<file path="src/ssrd_consts.vh">
// Purpose: shared constants of the system service request decoder
// Assumes: one 40 MHz clock, synchronous active-low reset
// Notes: times are kept in their own unit, cycle counts derive from them
`ifndef SSRD_CONSTS_VH
`define SSRD_CONSTS_VH

// clock rate and the derived length of one millisecond
`define SSRD_CLK_HZ 40000000
`define SSRD_CYC_PER_MS (`SSRD_CLK_HZ / 1000)

// service identifiers handled by this block
`define SSRD_ID_SECURE_NONVOLATILE_MEMORY_PLAIN 8'h10
`define SSRD_ID_SECURE_NONVOLATILE_MEMORY_AUTH 8'h11
`define SSRD_ID_SECURE_NONVOLATILE_MEMORY_CIPHER 8'h12
`define SSRD_ID_SIG_RAW 8'h19
`define SSRD_ID_SIG_DER 8'h1a
`define SSRD_ID_IAP_PRG_IDX 8'h42
`define SSRD_ID_IAP_PRG_ADDR 8'h43
`define SSRD_ID_IAP_VER_IDX 8'h44
`define SSRD_ID_IAP_VER_ADDR 8'h45

// signature busy times in milliseconds
`define SSRD_SIG_TYP_MS 174
`define SSRD_SIG_MAX_MS 187

// width of the millisecond counter
`define SSRD_MS_W 8

// reset values
`define SSRD_ID_RST 8'h00

`endif

</file>
<file path="src/ssrd_id_decode.v">
// Purpose: classify a service identifier into a service family and options
// Assumes: identifier is held stable by the caller while it is read
// Notes: purely combinational; anything not listed is unsupported
`timescale 1ns/1ps
`include "ssrd_consts.vh"

module ssrd_id_decode
(
    // identifier in
    input wire [7:0] svc_id,
    // family out, one-hot or all zero
    output reg is_secure_nonvolatile_memory,
    output reg is_sig,
    output reg is_iap,
    // options for the selected family
    output reg opt_auth,
    output reg opt_cipher,
    output reg opt_der,
    output reg opt_verify,
    output reg opt_by_addr
);

    // table lookup; reserved and out-of-scope codes fall to default
    always @*
    begin
        is_secure_nonvolatile_memory = 1'b0;
        is_sig = 1'b0;
        is_iap = 1'b0;
        opt_auth = 1'b0;
        opt_cipher = 1'b0;
        opt_der = 1'b0;
        opt_verify = 1'b0;
        opt_by_addr = 1'b0;
        case (svc_id)
            `SSRD_ID_SECURE_NONVOLATILE_MEMORY_PLAIN:
            begin
                is_secure_nonvolatile_memory = 1'b1;
            end
            `SSRD_ID_SECURE_NONVOLATILE_MEMORY_AUTH:
            begin
                is_secure_nonvolatile_memory = 1'b1;
                opt_auth = 1'b1;
            end
            `SSRD_ID_SECURE_NONVOLATILE_MEMORY_CIPHER:
            begin
                is_secure_nonvolatile_memory = 1'b1;
                opt_auth = 1'b1;
                opt_cipher = 1'b1;
            end
            `SSRD_ID_SIG_RAW:
            begin
                is_sig = 1'b1;
            end
            `SSRD_ID_SIG_DER:
            begin
                is_sig = 1'b1;
                opt_der = 1'b1;
            end
            `SSRD_ID_IAP_PRG_IDX:
            begin
                is_iap = 1'b1;
            end
            `SSRD_ID_IAP_PRG_ADDR:
            begin
                is_iap = 1'b1;
                opt_by_addr = 1'b1;
            end
            `SSRD_ID_IAP_VER_IDX:
            begin
                is_iap = 1'b1;
                opt_verify = 1'b1;
            end
            `SSRD_ID_IAP_VER_ADDR:
            begin
                is_iap = 1'b1;
                opt_verify = 1'b1;
                opt_by_addr = 1'b1;
            end
            default:
            begin
                is_secure_nonvolatile_memory = 1'b0;
            end
        endcase
    end

endmodule // ssrd_id_decode

</file>
<file path="src/ssrd_ms_timer.v">
// Purpose: millisecond tick divider and elapsed-millisecond counter
// Assumes: run is a level from the same clock domain
// Notes: counter saturates instead of wrapping
`timescale 1ns/1ps
`include "ssrd_consts.vh"

module ssrd_ms_timer
#(
    parameter CYC_PER_MS = `SSRD_CYC_PER_MS,
    parameter MS_W = `SSRD_MS_W
)
(
    // clock and reset
    input wire clk,
    input wire nrst,
    // control
    input wire run,
    // status
    output reg ms_tick,
    output reg [MS_W-1:0] ms_count
);

    reg [31:0] div_r;

    // divider: one-cycle tick each millisecond while running
    always @(posedge clk)
    begin
        if (!nrst || !run)
        begin
            div_r <= 32'h0;
            ms_tick <= 1'b0;
        end
        else if (div_r == CYC_PER_MS - 1)
        begin
            div_r <= 32'h0;
            ms_tick <= 1'b1;
        end
        else
        begin
            div_r <= div_r + 32'h1;
            ms_tick <= 1'b0;
        end
    end

    // elapsed milliseconds; saturation avoids a false wrap to zero
    always @(posedge clk)
    begin
        if (!nrst || !run)
            ms_count <= {MS_W{1'b0}};
        else if (ms_tick && (ms_count != {MS_W{1'b1}}))
            ms_count <= ms_count + {{(MS_W-1){1'b0}}, 1'b1};
    end

endmodule // ssrd_ms_timer

</file>
<file path="src/ssrd_decoder.v">
// Purpose: system service request decoder and dispatcher with busy handshake
// Assumes: requester logic runs on clk; service engines answer with done pulses
// Notes: one request at a time; signature services are capped in time
`timescale 1ns/1ps
`include "ssrd_consts.vh"

module ssrd_decoder
#(
    parameter CYC_PER_MS = `SSRD_CYC_PER_MS,
    parameter SIG_TYP_MS = `SSRD_SIG_TYP_MS,
    parameter SIG_MAX_MS = `SSRD_SIG_MAX_MS
)
(
    // clock and reset
    input wire clk,
    input wire nrst,
    // request from fabric logic
    input wire ss_req,
    input wire [7:0] ss_id,
    output reg busy,
    output reg unsupported,
    // secure_nonvolatile_memory write engine
    output reg secure_nonvolatile_memory_start,
    output reg secure_nonvolatile_memory_auth,
    output reg secure_nonvolatile_memory_cipher,
    input wire secure_nonvolatile_memory_done,
    // signature engine
    output reg sig_start,
    output reg sig_der,
    input wire sig_done,
    output reg sig_timeout,
    output reg sig_over_typ,
    // in_application_programming engine
    output reg iap_start,
    output reg iap_verify,
    output reg iap_by_addr,
    input wire iap_done
);

    // one-hot states
    localparam [3:0] ST_IDLE = 4'b0001;
    localparam [3:0] ST_DISPATCH = 4'b0010;
    localparam [3:0] ST_WAIT = 4'b0100;
    localparam [3:0] ST_RELEASE = 4'b1000;

    // family of the service in flight
    localparam [2:0] FAM_NONE = 3'b000;
    localparam [2:0] FAM_SECURE_NONVOLATILE_MEMORY = 3'b001;
    localparam [2:0] FAM_SIG = 3'b010;
    localparam [2:0] FAM_IAP = 3'b100;

    // cut to the counter width on purpose; both limits must fit below saturation
    localparam [`SSRD_MS_W-1:0] SIG_MAX_CNT = SIG_MAX_MS[`SSRD_MS_W-1:0];
    localparam [`SSRD_MS_W-1:0] SIG_TYP_CNT = SIG_TYP_MS[`SSRD_MS_W-1:0];

    reg [3:0] state_r;
    reg [3:0] state_nxt;
    reg [7:0] id_r;
    reg [2:0] fam_r;
    reg req_q_r;

    wire dec_secure_nonvolatile_memory;
    wire dec_sig;
    wire dec_iap;
    wire dec_auth;
    wire dec_cipher;
    wire dec_der;
    wire dec_verify;
    wire dec_by_addr;
    wire ms_tick;
    wire [`SSRD_MS_W-1:0] ms_count;
    wire req_rise;
    wire engine_done;
    wire sig_expired;
    wire dec_any;

    // classify the latched identifier, not the live pins
    ssrd_id_decode u_dec
    (
        .svc_id(id_r),
        .is_secure_nonvolatile_memory(dec_secure_nonvolatile_memory),
        .is_sig(dec_sig),
        .is_iap(dec_iap),
        .opt_auth(dec_auth),
        .opt_cipher(dec_cipher),
        .opt_der(dec_der),
        .opt_verify(dec_verify),
        .opt_by_addr(dec_by_addr)
    );

    // elapsed time of a signature service
    ssrd_ms_timer
    #(
        .CYC_PER_MS(CYC_PER_MS),
        .MS_W(`SSRD_MS_W)
    )
    u_tmr
    (
        .clk(clk),
        .nrst(nrst),
        .run(state_r[2] && (fam_r == FAM_SIG)),
        .ms_tick(ms_tick),
        .ms_count(ms_count)
    );

    // a new request is a rising edge of the request line
    assign req_rise = ss_req && !req_q_r;
    assign dec_any = dec_secure_nonvolatile_memory || dec_sig || dec_iap;

    // completion from the engine that owns the service in flight
    assign engine_done = ((fam_r == FAM_SECURE_NONVOLATILE_MEMORY) && secure_nonvolatile_memory_done) ||
                         ((fam_r == FAM_SIG) && sig_done) ||
                         ((fam_r == FAM_IAP) && iap_done);

    // the signature cap; busy never outlasts the maximum time by more than 3 cycles
    assign sig_expired = (fam_r == FAM_SIG) && (ms_count >= SIG_MAX_CNT);

    // request edge detector, same clock so no synchroniser
    always @(posedge clk)
    begin
        if (!nrst)
            req_q_r <= 1'b0;
        else
            req_q_r <= ss_req;
    end

    // next-state logic
    always @*
    begin
        state_nxt = state_r;
        case (state_r)
            ST_IDLE:
            begin
                if (req_rise)
                    state_nxt = ST_DISPATCH;
            end
            ST_DISPATCH:
            begin
                if (dec_any)
                    state_nxt = ST_WAIT;
                else
                    state_nxt = ST_RELEASE;
            end
            ST_WAIT:
            begin
                if (engine_done || sig_expired)
                    state_nxt = ST_RELEASE;
            end
            ST_RELEASE:
            begin
                state_nxt = ST_IDLE;
            end
            default:
            begin
                state_nxt = ST_IDLE;
            end
        endcase
    end

    // state register
    always @(posedge clk)
    begin
        if (!nrst)
            state_r <= ST_IDLE;
        else
            state_r <= state_nxt;
    end

    // latch the identifier at the request edge; later pin changes are
    // ignored, which guards against a requester that breaks the hold
    always @(posedge clk)
    begin
        if (!nrst)
            id_r <= `SSRD_ID_RST;
        else if (state_r[0] && req_rise)
            id_r <= ss_id;
    end

    // family of the service in flight, fixed at dispatch
    always @(posedge clk)
    begin
        if (!nrst)
            fam_r <= FAM_NONE;
        else if (state_r[1])
        begin
            if (dec_secure_nonvolatile_memory)
                fam_r <= FAM_SECURE_NONVOLATILE_MEMORY;
            else if (dec_sig)
                fam_r <= FAM_SIG;
            else if (dec_iap)
                fam_r <= FAM_IAP;
            else
                fam_r <= FAM_NONE;
        end
        else if (state_r[0])
            fam_r <= FAM_NONE;
    end

    // busy: set at the taken edge, cleared when the service ends
    always @(posedge clk)
    begin
        if (!nrst)
            busy <= 1'b0;
        else if (state_r[0] && req_rise)
            busy <= 1'b1;
        else if (state_nxt == ST_RELEASE)
            busy <= 1'b0;
    end

    // unsupported id flag, stands until the next request is taken
    always @(posedge clk)
    begin
        if (!nrst)
            unsupported <= 1'b0;
        else if (state_r[0] && req_rise)
            unsupported <= 1'b0;
        else if (state_r[1] && !dec_any)
            unsupported <= 1'b1;
    end

    // one-cycle start pulses to the engines
    always @(posedge clk)
    begin
        if (!nrst)
        begin
            secure_nonvolatile_memory_start <= 1'b0;
            sig_start <= 1'b0;
            iap_start <= 1'b0;
        end
        else
        begin
            secure_nonvolatile_memory_start <= state_r[1] && dec_secure_nonvolatile_memory;
            sig_start <= state_r[1] && dec_sig;
            iap_start <= state_r[1] && dec_iap;
        end
    end

    // service options, held for the whole service so engines may sample late
    always @(posedge clk)
    begin
        if (!nrst)
        begin
            secure_nonvolatile_memory_auth <= 1'b0;
            secure_nonvolatile_memory_cipher <= 1'b0;
            sig_der <= 1'b0;
            iap_verify <= 1'b0;
            iap_by_addr <= 1'b0;
        end
        else if (state_r[1])
        begin
            secure_nonvolatile_memory_auth <= dec_auth;
            secure_nonvolatile_memory_cipher <= dec_cipher;
            sig_der <= dec_der;
            iap_verify <= dec_verify;
            iap_by_addr <= dec_by_addr;
        end
    end

    // signature timing status; cleared at each new request
    always @(posedge clk)
    begin
        if (!nrst)
        begin
            sig_timeout <= 1'b0;
            sig_over_typ <= 1'b0;
        end
        else if (state_r[0] && req_rise)
        begin
            sig_timeout <= 1'b0;
            sig_over_typ <= 1'b0;
        end
        else if (state_r[2] && (fam_r == FAM_SIG))
        begin
            if (sig_expired && !sig_done)
                sig_timeout <= 1'b1;
            if (ms_count >= SIG_TYP_CNT)
                sig_over_typ <= 1'b1;
        end
    end

endmodule // ssrd_decoder

</file>
<file path="config.mk">
export PLATFORM = sky130hd
export DESIGN_NAME = ssrd_decoder
export DESIGN_NICKNAME = d
export VERILOG_FILES = /design/src/ssrd_id_decode.v /design/src/ssrd_ms_timer.v /design/src/ssrd_decoder.v
export VERILOG_INCLUDE_DIRS = /design/src /design/src/src
export SDC_FILE = /design/constraint.sdc
export NUM_CORES = 1
export LEC_CHECK = 0
export ABC_AREA = 1
export BUFFER_PORTS_ARGS = -buffer_cell sky130_fd_sc_hd__buf_2
export CORE_UTILIZATION = 30
export DETAILED_ROUTE_END_ITERATION = 8
export PLACE_DENSITY_LB_ADDON = 0.2
export SYNTH_ARGS = -nofsm -noshare
export SYNTH_HDL_FRONTEND = slang
export SYNTH_SLANG_ARGS = --single-unit
</file>
<file path="constraint.sdc">
create_clock -name clk -period 1.6 [get_ports clk]
set_input_delay 0.48 -clock clk [delete_from_list [all_inputs] [get_ports clk]]
set_output_delay 0.48 -clock clk [all_outputs]
set_load 0.01 [all_outputs]
</file>
* After elaboration in Yosys (flattened, before gate mapping) *
Index checks and enable logic that the tools add are counted.
W data, S select, Z words.

storage, ports and cells
  register bits after elaboration = 69
  input bits = 14
  output and inout port bits = 12

operators by class
  $add $sub $neg = 2
  order comparisons = 2
  equality and inequality tests = 18
  mux-type cells = 20
  bitwise operators = 1
  reduce and logical (&&, ||, !) cells = 36

operators with widths
  kind                     number
  $eq A8 B5 Y1 const B     5
  $add A32 B1 Y32 const B  1
  $eq A32 B16 Y1 const B   1
  $eq A8 B7 Y1 const B     4
  $ge A8 B8 Y1 const B     2
  $mux W3                  5
  $logic_and A1 B1 Y1      13
  $mux W4                  3
  $pmux W4 S3              1
  $reduce_or A2 Y1         6
  $mux W1                  11
  $add A8 B1 Y8 const B    1
  $ne A8 B8 Y1 const B     1
  $logic_or A1 B1 Y1       6
  $logic_not A1 Y1         5
  $eq A4 B1 Y1 const B     1
  $eq A4 B2 Y1 const B     1
  $eq A4 B3 Y1 const B     1
  $eq A4 B4 Y1 const B     1
  $reduce_and A2 Y1        2
  $reduce_bool A2 Y1       2
  $reduce_or A4 Y1         1
  $eq A3 B1 Y1 const B     1
  $eq A3 B2 Y1 const B     1
  3 further kinds          3

* Depth between registers and ports, before layout *
Gate-level depths: netlist of run 1.

  depth after elaboration = 10
  depth in mapped cells = 12
  depth with buffers taken out = 12

* By module *
From an unflattened synthesis of run 1, not the netlist that was laid out.

second synthesis, totals
  cell total of the unflattened synthesis = 565
  area, all modules = 3648.5 µm²

modules (own cells, without submodules)
  module          instances  cells each  area each (µm²)  sequential area each (µm²)
  ssrd_ms_timer   1          375         2319.7           820.8
  ssrd_decoder    1          152         1142.3           560.5
  ssrd_id_decode  1          38          186.4            0.0

* Least setup slack after synthesis of run 1 *
Ideal clock, no wire load.

  kind = reg-to-reg
  start point = register u_tmr.div_r[0]
  end point = register u_tmr.div_r[19]
  library setup time = 0.109 ns
  arrival time = 1.361 ns
  path slack = 0.130 ns
  stages on the path, launching flop included = 12
  clock period less this slack = 1.470 ns
  path through = dfxtp_1 > ha_1 > nand2_2 > nor2_4 > nand3_2 > nor2_2 > nand3_2 > nand2_4 > inv_4 > buf_6 > nand2_1 > inv_1

on the way
  longest elaborated chain between the ends = 2
  elaborated cells between the ends (all ways) = 3

ends and longest elaborated chain
  what                                                     line                source
  start: declaration                                       ssrd_ms_timer.v:23  reg [31:0] div_r;
  start signal: assignment                                 ssrd_ms_timer.v:40  div_r <= div_r + 32'h1;
  branches (longest 2 deep; another with $add A32 B1 Y32)  --

Parallel ways; which one is timed is not known.
A chain may end at the register's enable or synchronous reset.

* Worst setup path in the final report of run 1 *
  start point = register u_tmr.div_r[0]
  end point = register u_tmr.div_r[20]

The elaborated chain is that of the path after synthesis.

==> impl_metrics.tcl, run 1 <==
set metrics [dict create \
    synth_edf_count 0 \
    nets 576 \
    grt_pass1_wl_um 13460 \
    die_w_um 109.3 \
    ir_drop_uv 602.0 \
    clock.fmax_ghz 0.6749 \
    clock_skew_ns 0.004648 \
    syn_to_final_growth_pct 24.73 \
    drive_gt1_share_pct 18.79 \
    pwr-share-seq_pct 42.9 \
    ant_nets 0 \
    dpl_cell_area_mm2 0.003915 \
    synth.largest_area_cell "dfxtp_1" \
    clkTransAtPathRegs_ns 0.06 \
    synth_area_mm2 0.003456 \
    fin_util_pct 39.08 \
    wirelength_um 8240 \
    postLayoutCellArea_mm2 0.004310 \
    route.vias.total 3287 \
    p_sw_uw 939.9 \
    status "complete, no violations" \
    netlist-cell-type-count 34 \
    core_mm2 0.01103 \
    dp_hpwl_um 6354 \
    gr-usage-met1_pct 18.72 \
    switching_share_pct 22.73 \
    grt_pass1_vias 2931 \
    period_minus_slack_ns 1.482 \
    synth_top_area_share_pct 39.97 \
    wl_per_cell_um 11.70 \
    min_path_cells 3 \
    cts-root-buf "clkbuf_16" \
    drc 0 \
    ff2ff_path_depth 10 \
    post-route-period-util_pct 92.61 \
    met3_usage_pct 3.912 \
    holdBufCountCts 0 \
    synth_common_cells "nand2_1 (105), nor2_1 (74), inv_1 (73), dfxtp_1 (69), nand3_1 (31)" \
    grt_max_degree 19 \
    rsz0062_at_grt "yes" \
    setup_viol 0 \
    synth_nets 518 \
    critPathKind "reg2reg" \
    synth_area_leaders "dfxtp_1 (40%), nand2_1 (11%), nor2_1 (8.0%), inv_1 (7.9%), nand3_1 (4.5%)" \
    r2r-start "u_tmr.div_r[0]$_SDFF_PP0_" \
    synth-seq-area-share_pct 39.97 \
    p_leak_nw 1.813 \
    finalHoldViolCount 0 \
    synth_area_per_cell_um2 6.898 \
    drv_cap 0 \
    synth-seq-cells 69 \
    cp_max_fo 5 \
    combPwrFrac_pct 3.5 \
    startpoint_type "flip-flop" \
    globalRoute.busiestLayer "met2" \
    power_density_mw_per_mm2 959.1 \
    hp-class "in2reg" \
    worstMarginPinSlew_ns 0.3613 \
    intPower_mw 3.194 \
    required_ns 1.83 \
    worstPathArrival_ns 1.71 \
    dieHeight_um 109.3 \
    drt_first_pass_iters 5 \
    io_pins 26 \
    cts.htree.levels 3 \
    drtIter0Drc 187 \
    end_kind "flip-flop" \
    tritoncts "built" \
    gp_congestion 0.8809 \
    synth_cells 501 \
    synthArstFlopShare_pct 0 \
    grtUsageMet2_pct 24.26 \
    diodes 0 \
    numCtsBuffers 9 \
    antenna_found_initial 0 \
    worstHoldStart "ss_req" \
    clock_sinks 69 \
    ys_warn_count 0 \
    clockPowerShare_pct 53.7 \
    initial_core_util_pct 31.33 \
    synthFlopType "dfxtp_1" \
    insertion_delay_ns 0.33 \
    crit_path_start "u_tmr.div_r[0]$_SDFF_PP0_" \
    die-area_mm2 0.01195 \
    via_per_inst 4.669 \
    num_rows 38 \
    portBuffers 25 \
    grt_usage_pct 14.80 \
    max_slew_margin_pct 75.73 \
    yosysMostFrequentCell "nand2_1" \
    cts.path.max_buffers 2 \
    grt.overflow.total 0 \
    finalMaxSlewViolations 0 \
]
cell type report:
| cell class | count | area [um^2] |
|---|---|---|
| inverter | 77 | 294.0 |
| tap | 140 | 175.2 |
| timing repair buffer | 53 | 342.8 |
| clock buffer | 9 | 225.2 |
| sequential | 69 | 1388 |
| multi-input combinational | 349 | 1782 |
| clock inverter | 7 | 103.9 |
| fill | 1171 | 6720 |
routing by layer:
layer | up-vias | routed length (um)
met1 | 1488 | 3947
met5 | - | 0
li1 | 1722 | -
met2 | 66 | 3808
met4 | 0 | 119
met3 | 11 | 364
cell usage in the layout, fill, tap and decap left out, types with 3 or more instances in the layout:
| master | n |
|---|---|
| a21oi_1 | 28 |
| o21ai_0 | 19 |
| nand2_1 | 105 |
| xnor2_1 | 5 |
| inv_2 | 3 |
| nor4_1 | 3 |
| nand2_4 | 3 |
| clkbuf_16 | 9 |
| nand4_1 | 21 |
| nor2_2 | 7 |
| nor3_2 | 3 |
| inv_1 | 73 |
| nor3_1 | 13 |
| inv_6 | 5 |
| buf_2 | 25 |
| dfxtp_1 | 64 |
| dfxtp_2 | 5 |
| nand3_1 | 31 |
| nor2_4 | 4 |
| xor2_1 | 16 |
| buf_4 | 26 |
| nor2_1 | 71 |
| or2_2 | 3 |
path summary, 6_finish.rpt:
path,end,slack (ns)
worst max-delay path,u_tmr.div_r[20]$_SDFF_PP0_,0.12
worst max register to register,u_tmr.div_r[20]$_SDFF_PP0_,0.12
worst min register to register,sig_over_typ$_SDFFE_PP0P_,0.45
worst min-delay path,req_q_r$_SDFF_PN0_,0.35
kinds of logic (layout without fill, tap and decap cells):
group	Yosys count	after routing	synth area share, %
DFF	69	69	39.97
buffers and inverters	83	146	9.486
and+or+nand+nor	272	272	35.84
xor gates and xnor gates	21	21	5.322
adders and majority gates	3	3	1.086
AOI/OAI and AO/OA	53	53	8.291
critical path: stages, from the launching register on:
cell and delay (ns):
dfxtp_2 0.35, ha_4 0.15, nand2_4 0.05, nor2_4 0.17
nand2_4 0.10, nor2_4 0.11, inv_2 0.05, nor2_4 0.15
nand4_1 0.11, nand3_1 0.09, inv_1 0.04
power groups by stage:
stage               logic, mW  clock network [mW]  registers [mW]
global placement        0.142                   0            1.81
CTS                     0.144                2.27            1.77
finish                  0.143                2.22            1.77
global route            0.161                2.33            1.78
floorplan              0.0872                   0            1.81
detailed placement      0.143                   0            1.81
flip-flops by register name, summed over array words and instances, names as in the netlist, 3 cells and up:
signal / count
u_tmr.ms_count: 8
fam_r: 3
id_r: 8
u_tmr.div_r: 32
state_r: 4
per-stage QoR:
stage                     TNS (ns)  hold slack, ns  instances  worst slack [ns]  total power, mW
after CTS                        0          0.3417        702           0.06354            4.191
final                            0          0.3519        704            0.1182            4.134
after floorplan                  0          0.4296        501            0.1301            1.894
after global routing      -0.01308          0.3719        704          -0.01308            4.270
after global placement           0          0.4398        686            0.1026            1.953
after detailed placement         0          0.4450        686           0.07434            1.954
what timing repair did:
item                       4_1_cts  5_1_grt
resized for setup                0       16
setup endpoints to repair        0       29
setup buffers                    0        2
(Power assumes the default switching activity.)
==> run 2, diff against run 1 <==
--- a/config.mk
+++ b/config.mk
@@ -8,6 +8,7 @@
 export LEC_CHECK = 0
 export ABC_AREA = 1
 export BUFFER_PORTS_ARGS = -buffer_cell sky130_fd_sc_hd__buf_2
+export CORE_ASPECT_RATIO = 1.2
 export CORE_UTILIZATION = 30
 export DETAILED_ROUTE_END_ITERATION = 8
 export PLACE_DENSITY_LB_ADDON = 0.2
==> run 2 against run 1 <==
Effect of this change:
- utilization rose by 0.19 points
- cell count rose by 1.8%
- largest power group unchanged
- largest cell class unchanged
- register-to-register slack got worse by 0.03 ns
- flip-flop and latch count did not move
- maximum frequency fell by 2.3%
- power rose by 2.5%
- die area barely moved
- critical path type unchanged
==> impl_metrics.tcl, run 2 (synthesis gave the netlist of run 1 again) <==
set metrics [dict create \
    reg.largest.list "u_tmr.div_r x32, id_r x8, u_tmr.ms_count x8" \
    rsz0062_at_grt "yes" \
    startpoint_type "flip-flop" \
    timing.hold.ws_ns 0.3567 \
    num_rows 42 \
    power_density_mw_per_mm2 968.4 \
    diodes 0 \
    p_sw_uw 835.6 \
    dp_cells 699 \
    top_register "u_tmr.div_r" \
    cts-root-buf "clkbuf_16" \
    crit_path_start "u_tmr.div_r[1]$_SDFF_PP0_" \
    insertion_delay_ns 0.33 \
    ir_drop_uv 424.6 \
    clock.fmax_ghz 0.6596 \
    wl_per_cell_um 11.96 \
    core_mm2 0.01114 \
    nets 576 \
    end_kind "flip-flop" \
    final_cell_mix "nand2_1 (105), inv_1 (73), nor2_1 (73)" \
    grt_max_degree 16 \
    n_fill_cell 1229 \
    antenna_found_initial 0 \
    drv_cap 0 \
    syn_to_final_growth_pct 26.58 \
    grt_pass1_vias 3191 \
    cp_max_fo 5 \
    via_per_inst 4.563 \
    drive_gt1_share_pct 19.36 \
    fin_tns_setup_ns 0 \
    hp-class "in2reg" \
    largest_reg_flops 32 \
    drtIter0Drc 118 \
    gp_congestion 0.9296 \
    io_pins 26 \
    worstPathArrival_ns 1.75 \
    dp_hpwl_um 6560 \
    r2r-start "u_tmr.div_r[1]$_SDFF_PP0_" \
    multi_input_area_mm2 0.001797 \
    post-route-period-util_pct 94.75 \
    setup_viol 0 \
    cts.htree.levels 3 \
    period_minus_slack_ns 1.516 \
    max_slew_margin_pct 76.93 \
    clock_skew_ns 0.005948 \
    status "complete, no violations" \
    tritoncts "built" \
    wirelength_um 8575 \
    finalHoldViolCount 0 \
    die-area_mm2 0.01195 \
    numCtsBuffers 9 \
    regArea_mm2 0.001393 \
    grt.overflow.total 0 \
    route.vias.total 3272 \
    required_ns 1.83 \
    worstHoldStart "ss_req" \
    pwr-share-seq_pct 41.8 \
    layout_commonest_cell "nand2_1" \
    cts.path.max_buffers 2 \
    switching_share_pct 19.73 \
    die_w_um 99.98 \
    clockPowerShare_pct 54.8 \
    p_leak_nw 1.829 \
    drc 0 \
    portBuffers 25 \
    ant_nets 0 \
    grt_pass1_wl_um 14520 \
    intPower_mw 3.400 \
    clock_sinks 69 \
    combPwrFrac_pct 3.4 \
    grt_usage_pct 15.70 \
    worstMarginPinSlew_ns 0.3434 \
    dieHeight_um 119.6 \
    layout.cells.non_filler 717 \
    drt_first_pass_iters 4 \
    clkTransAtPathRegs_ns 0.05 \
    initial_core_util_pct 31.02 \
    finalMaxSlewViolations 0 \
    critPathKind "reg2reg" \
]
==> run 2: timing repair <==
action,4_1_cts,5_1_grt
gates resized for setup,0,20
endpoints found under the setup margin,0,24
hold buffers,0,0
buffers inserted,0,3
==> run 2: power by group through the flow <==
stage                     logic (mW)  registers (mW)  clock network, mW
after floorplan               0.0872            1.81                  0
after global placement         0.143            1.81                  0
after detailed placement       0.146            1.81                  0
after CTS                      0.147            1.77               2.40
after global routing           0.166            1.78               2.48
final                          0.144            1.77               2.32
==> run 2: worst max-delay path, cell delays in order (launching register included) <==
cell and delay, ns:
dfxtp_4 0.36, ha_4 0.15, nand2_4 0.06, nor2_4 0.18, nand2_4 0.09, nor2_4 0.11
inv_2 0.06, nor2_4 0.15, nand2_1 0.07, nand2_1 0.05, nand2_1 0.05, nand2_1 0.05
inv_1 0.04
==> run 2: final cells by class <==
cell class	count	area share, %
multi-input cells	349	41.08
well taps	154	4.405
clock inverters	4	2.174
inverters	77	6.779
flip-flops and latches	69	31.84
clock buffers	11	5.778
repair buffers	53	7.952
==> run 2: metrics by stage <==
step / setup WS, ns / instance area, um^2 / total power, mW / util, %
2_1_floorplan: 0.1301 / 3456 / 1.894 / -
3_3_place_gp: 0.04914 / 3938 / 1.954 / 35.34
3_5_place_dp: 0.06671 / 3938 / 1.957 / 35.34
4_1_cts: 0.04006 / 4285 / 4.320 / 38.47
5_1_grt: -0.04608 / 4374 / 4.422 / 39.26
6_report: 0.08399 / 4374 / 4.236 / 39.26
==> run 2: worst paths after layout <==
check	to	cells after the start	slack [ns]
max	u_tmr.div_r[28]$_SDFF_PP0_	12	0.08
min	req_q_r$_SDFF_PN0_	3	0.36
min reg2reg	sig_over_typ$_SDFFE_PP0P_	2	0.44
max reg2reg	u_tmr.div_r[28]$_SDFF_PP0_	12	0.08
==> run 2: per-layer routing <==
layer	vias up	GRT usage, %	share of wire [%]
li1	1719	-	-
met1	1484	17.72	45
met2	49	26.68	48
met3	20	4.310	3.2
met4	0	8.424	3.2
met5	-	0	0
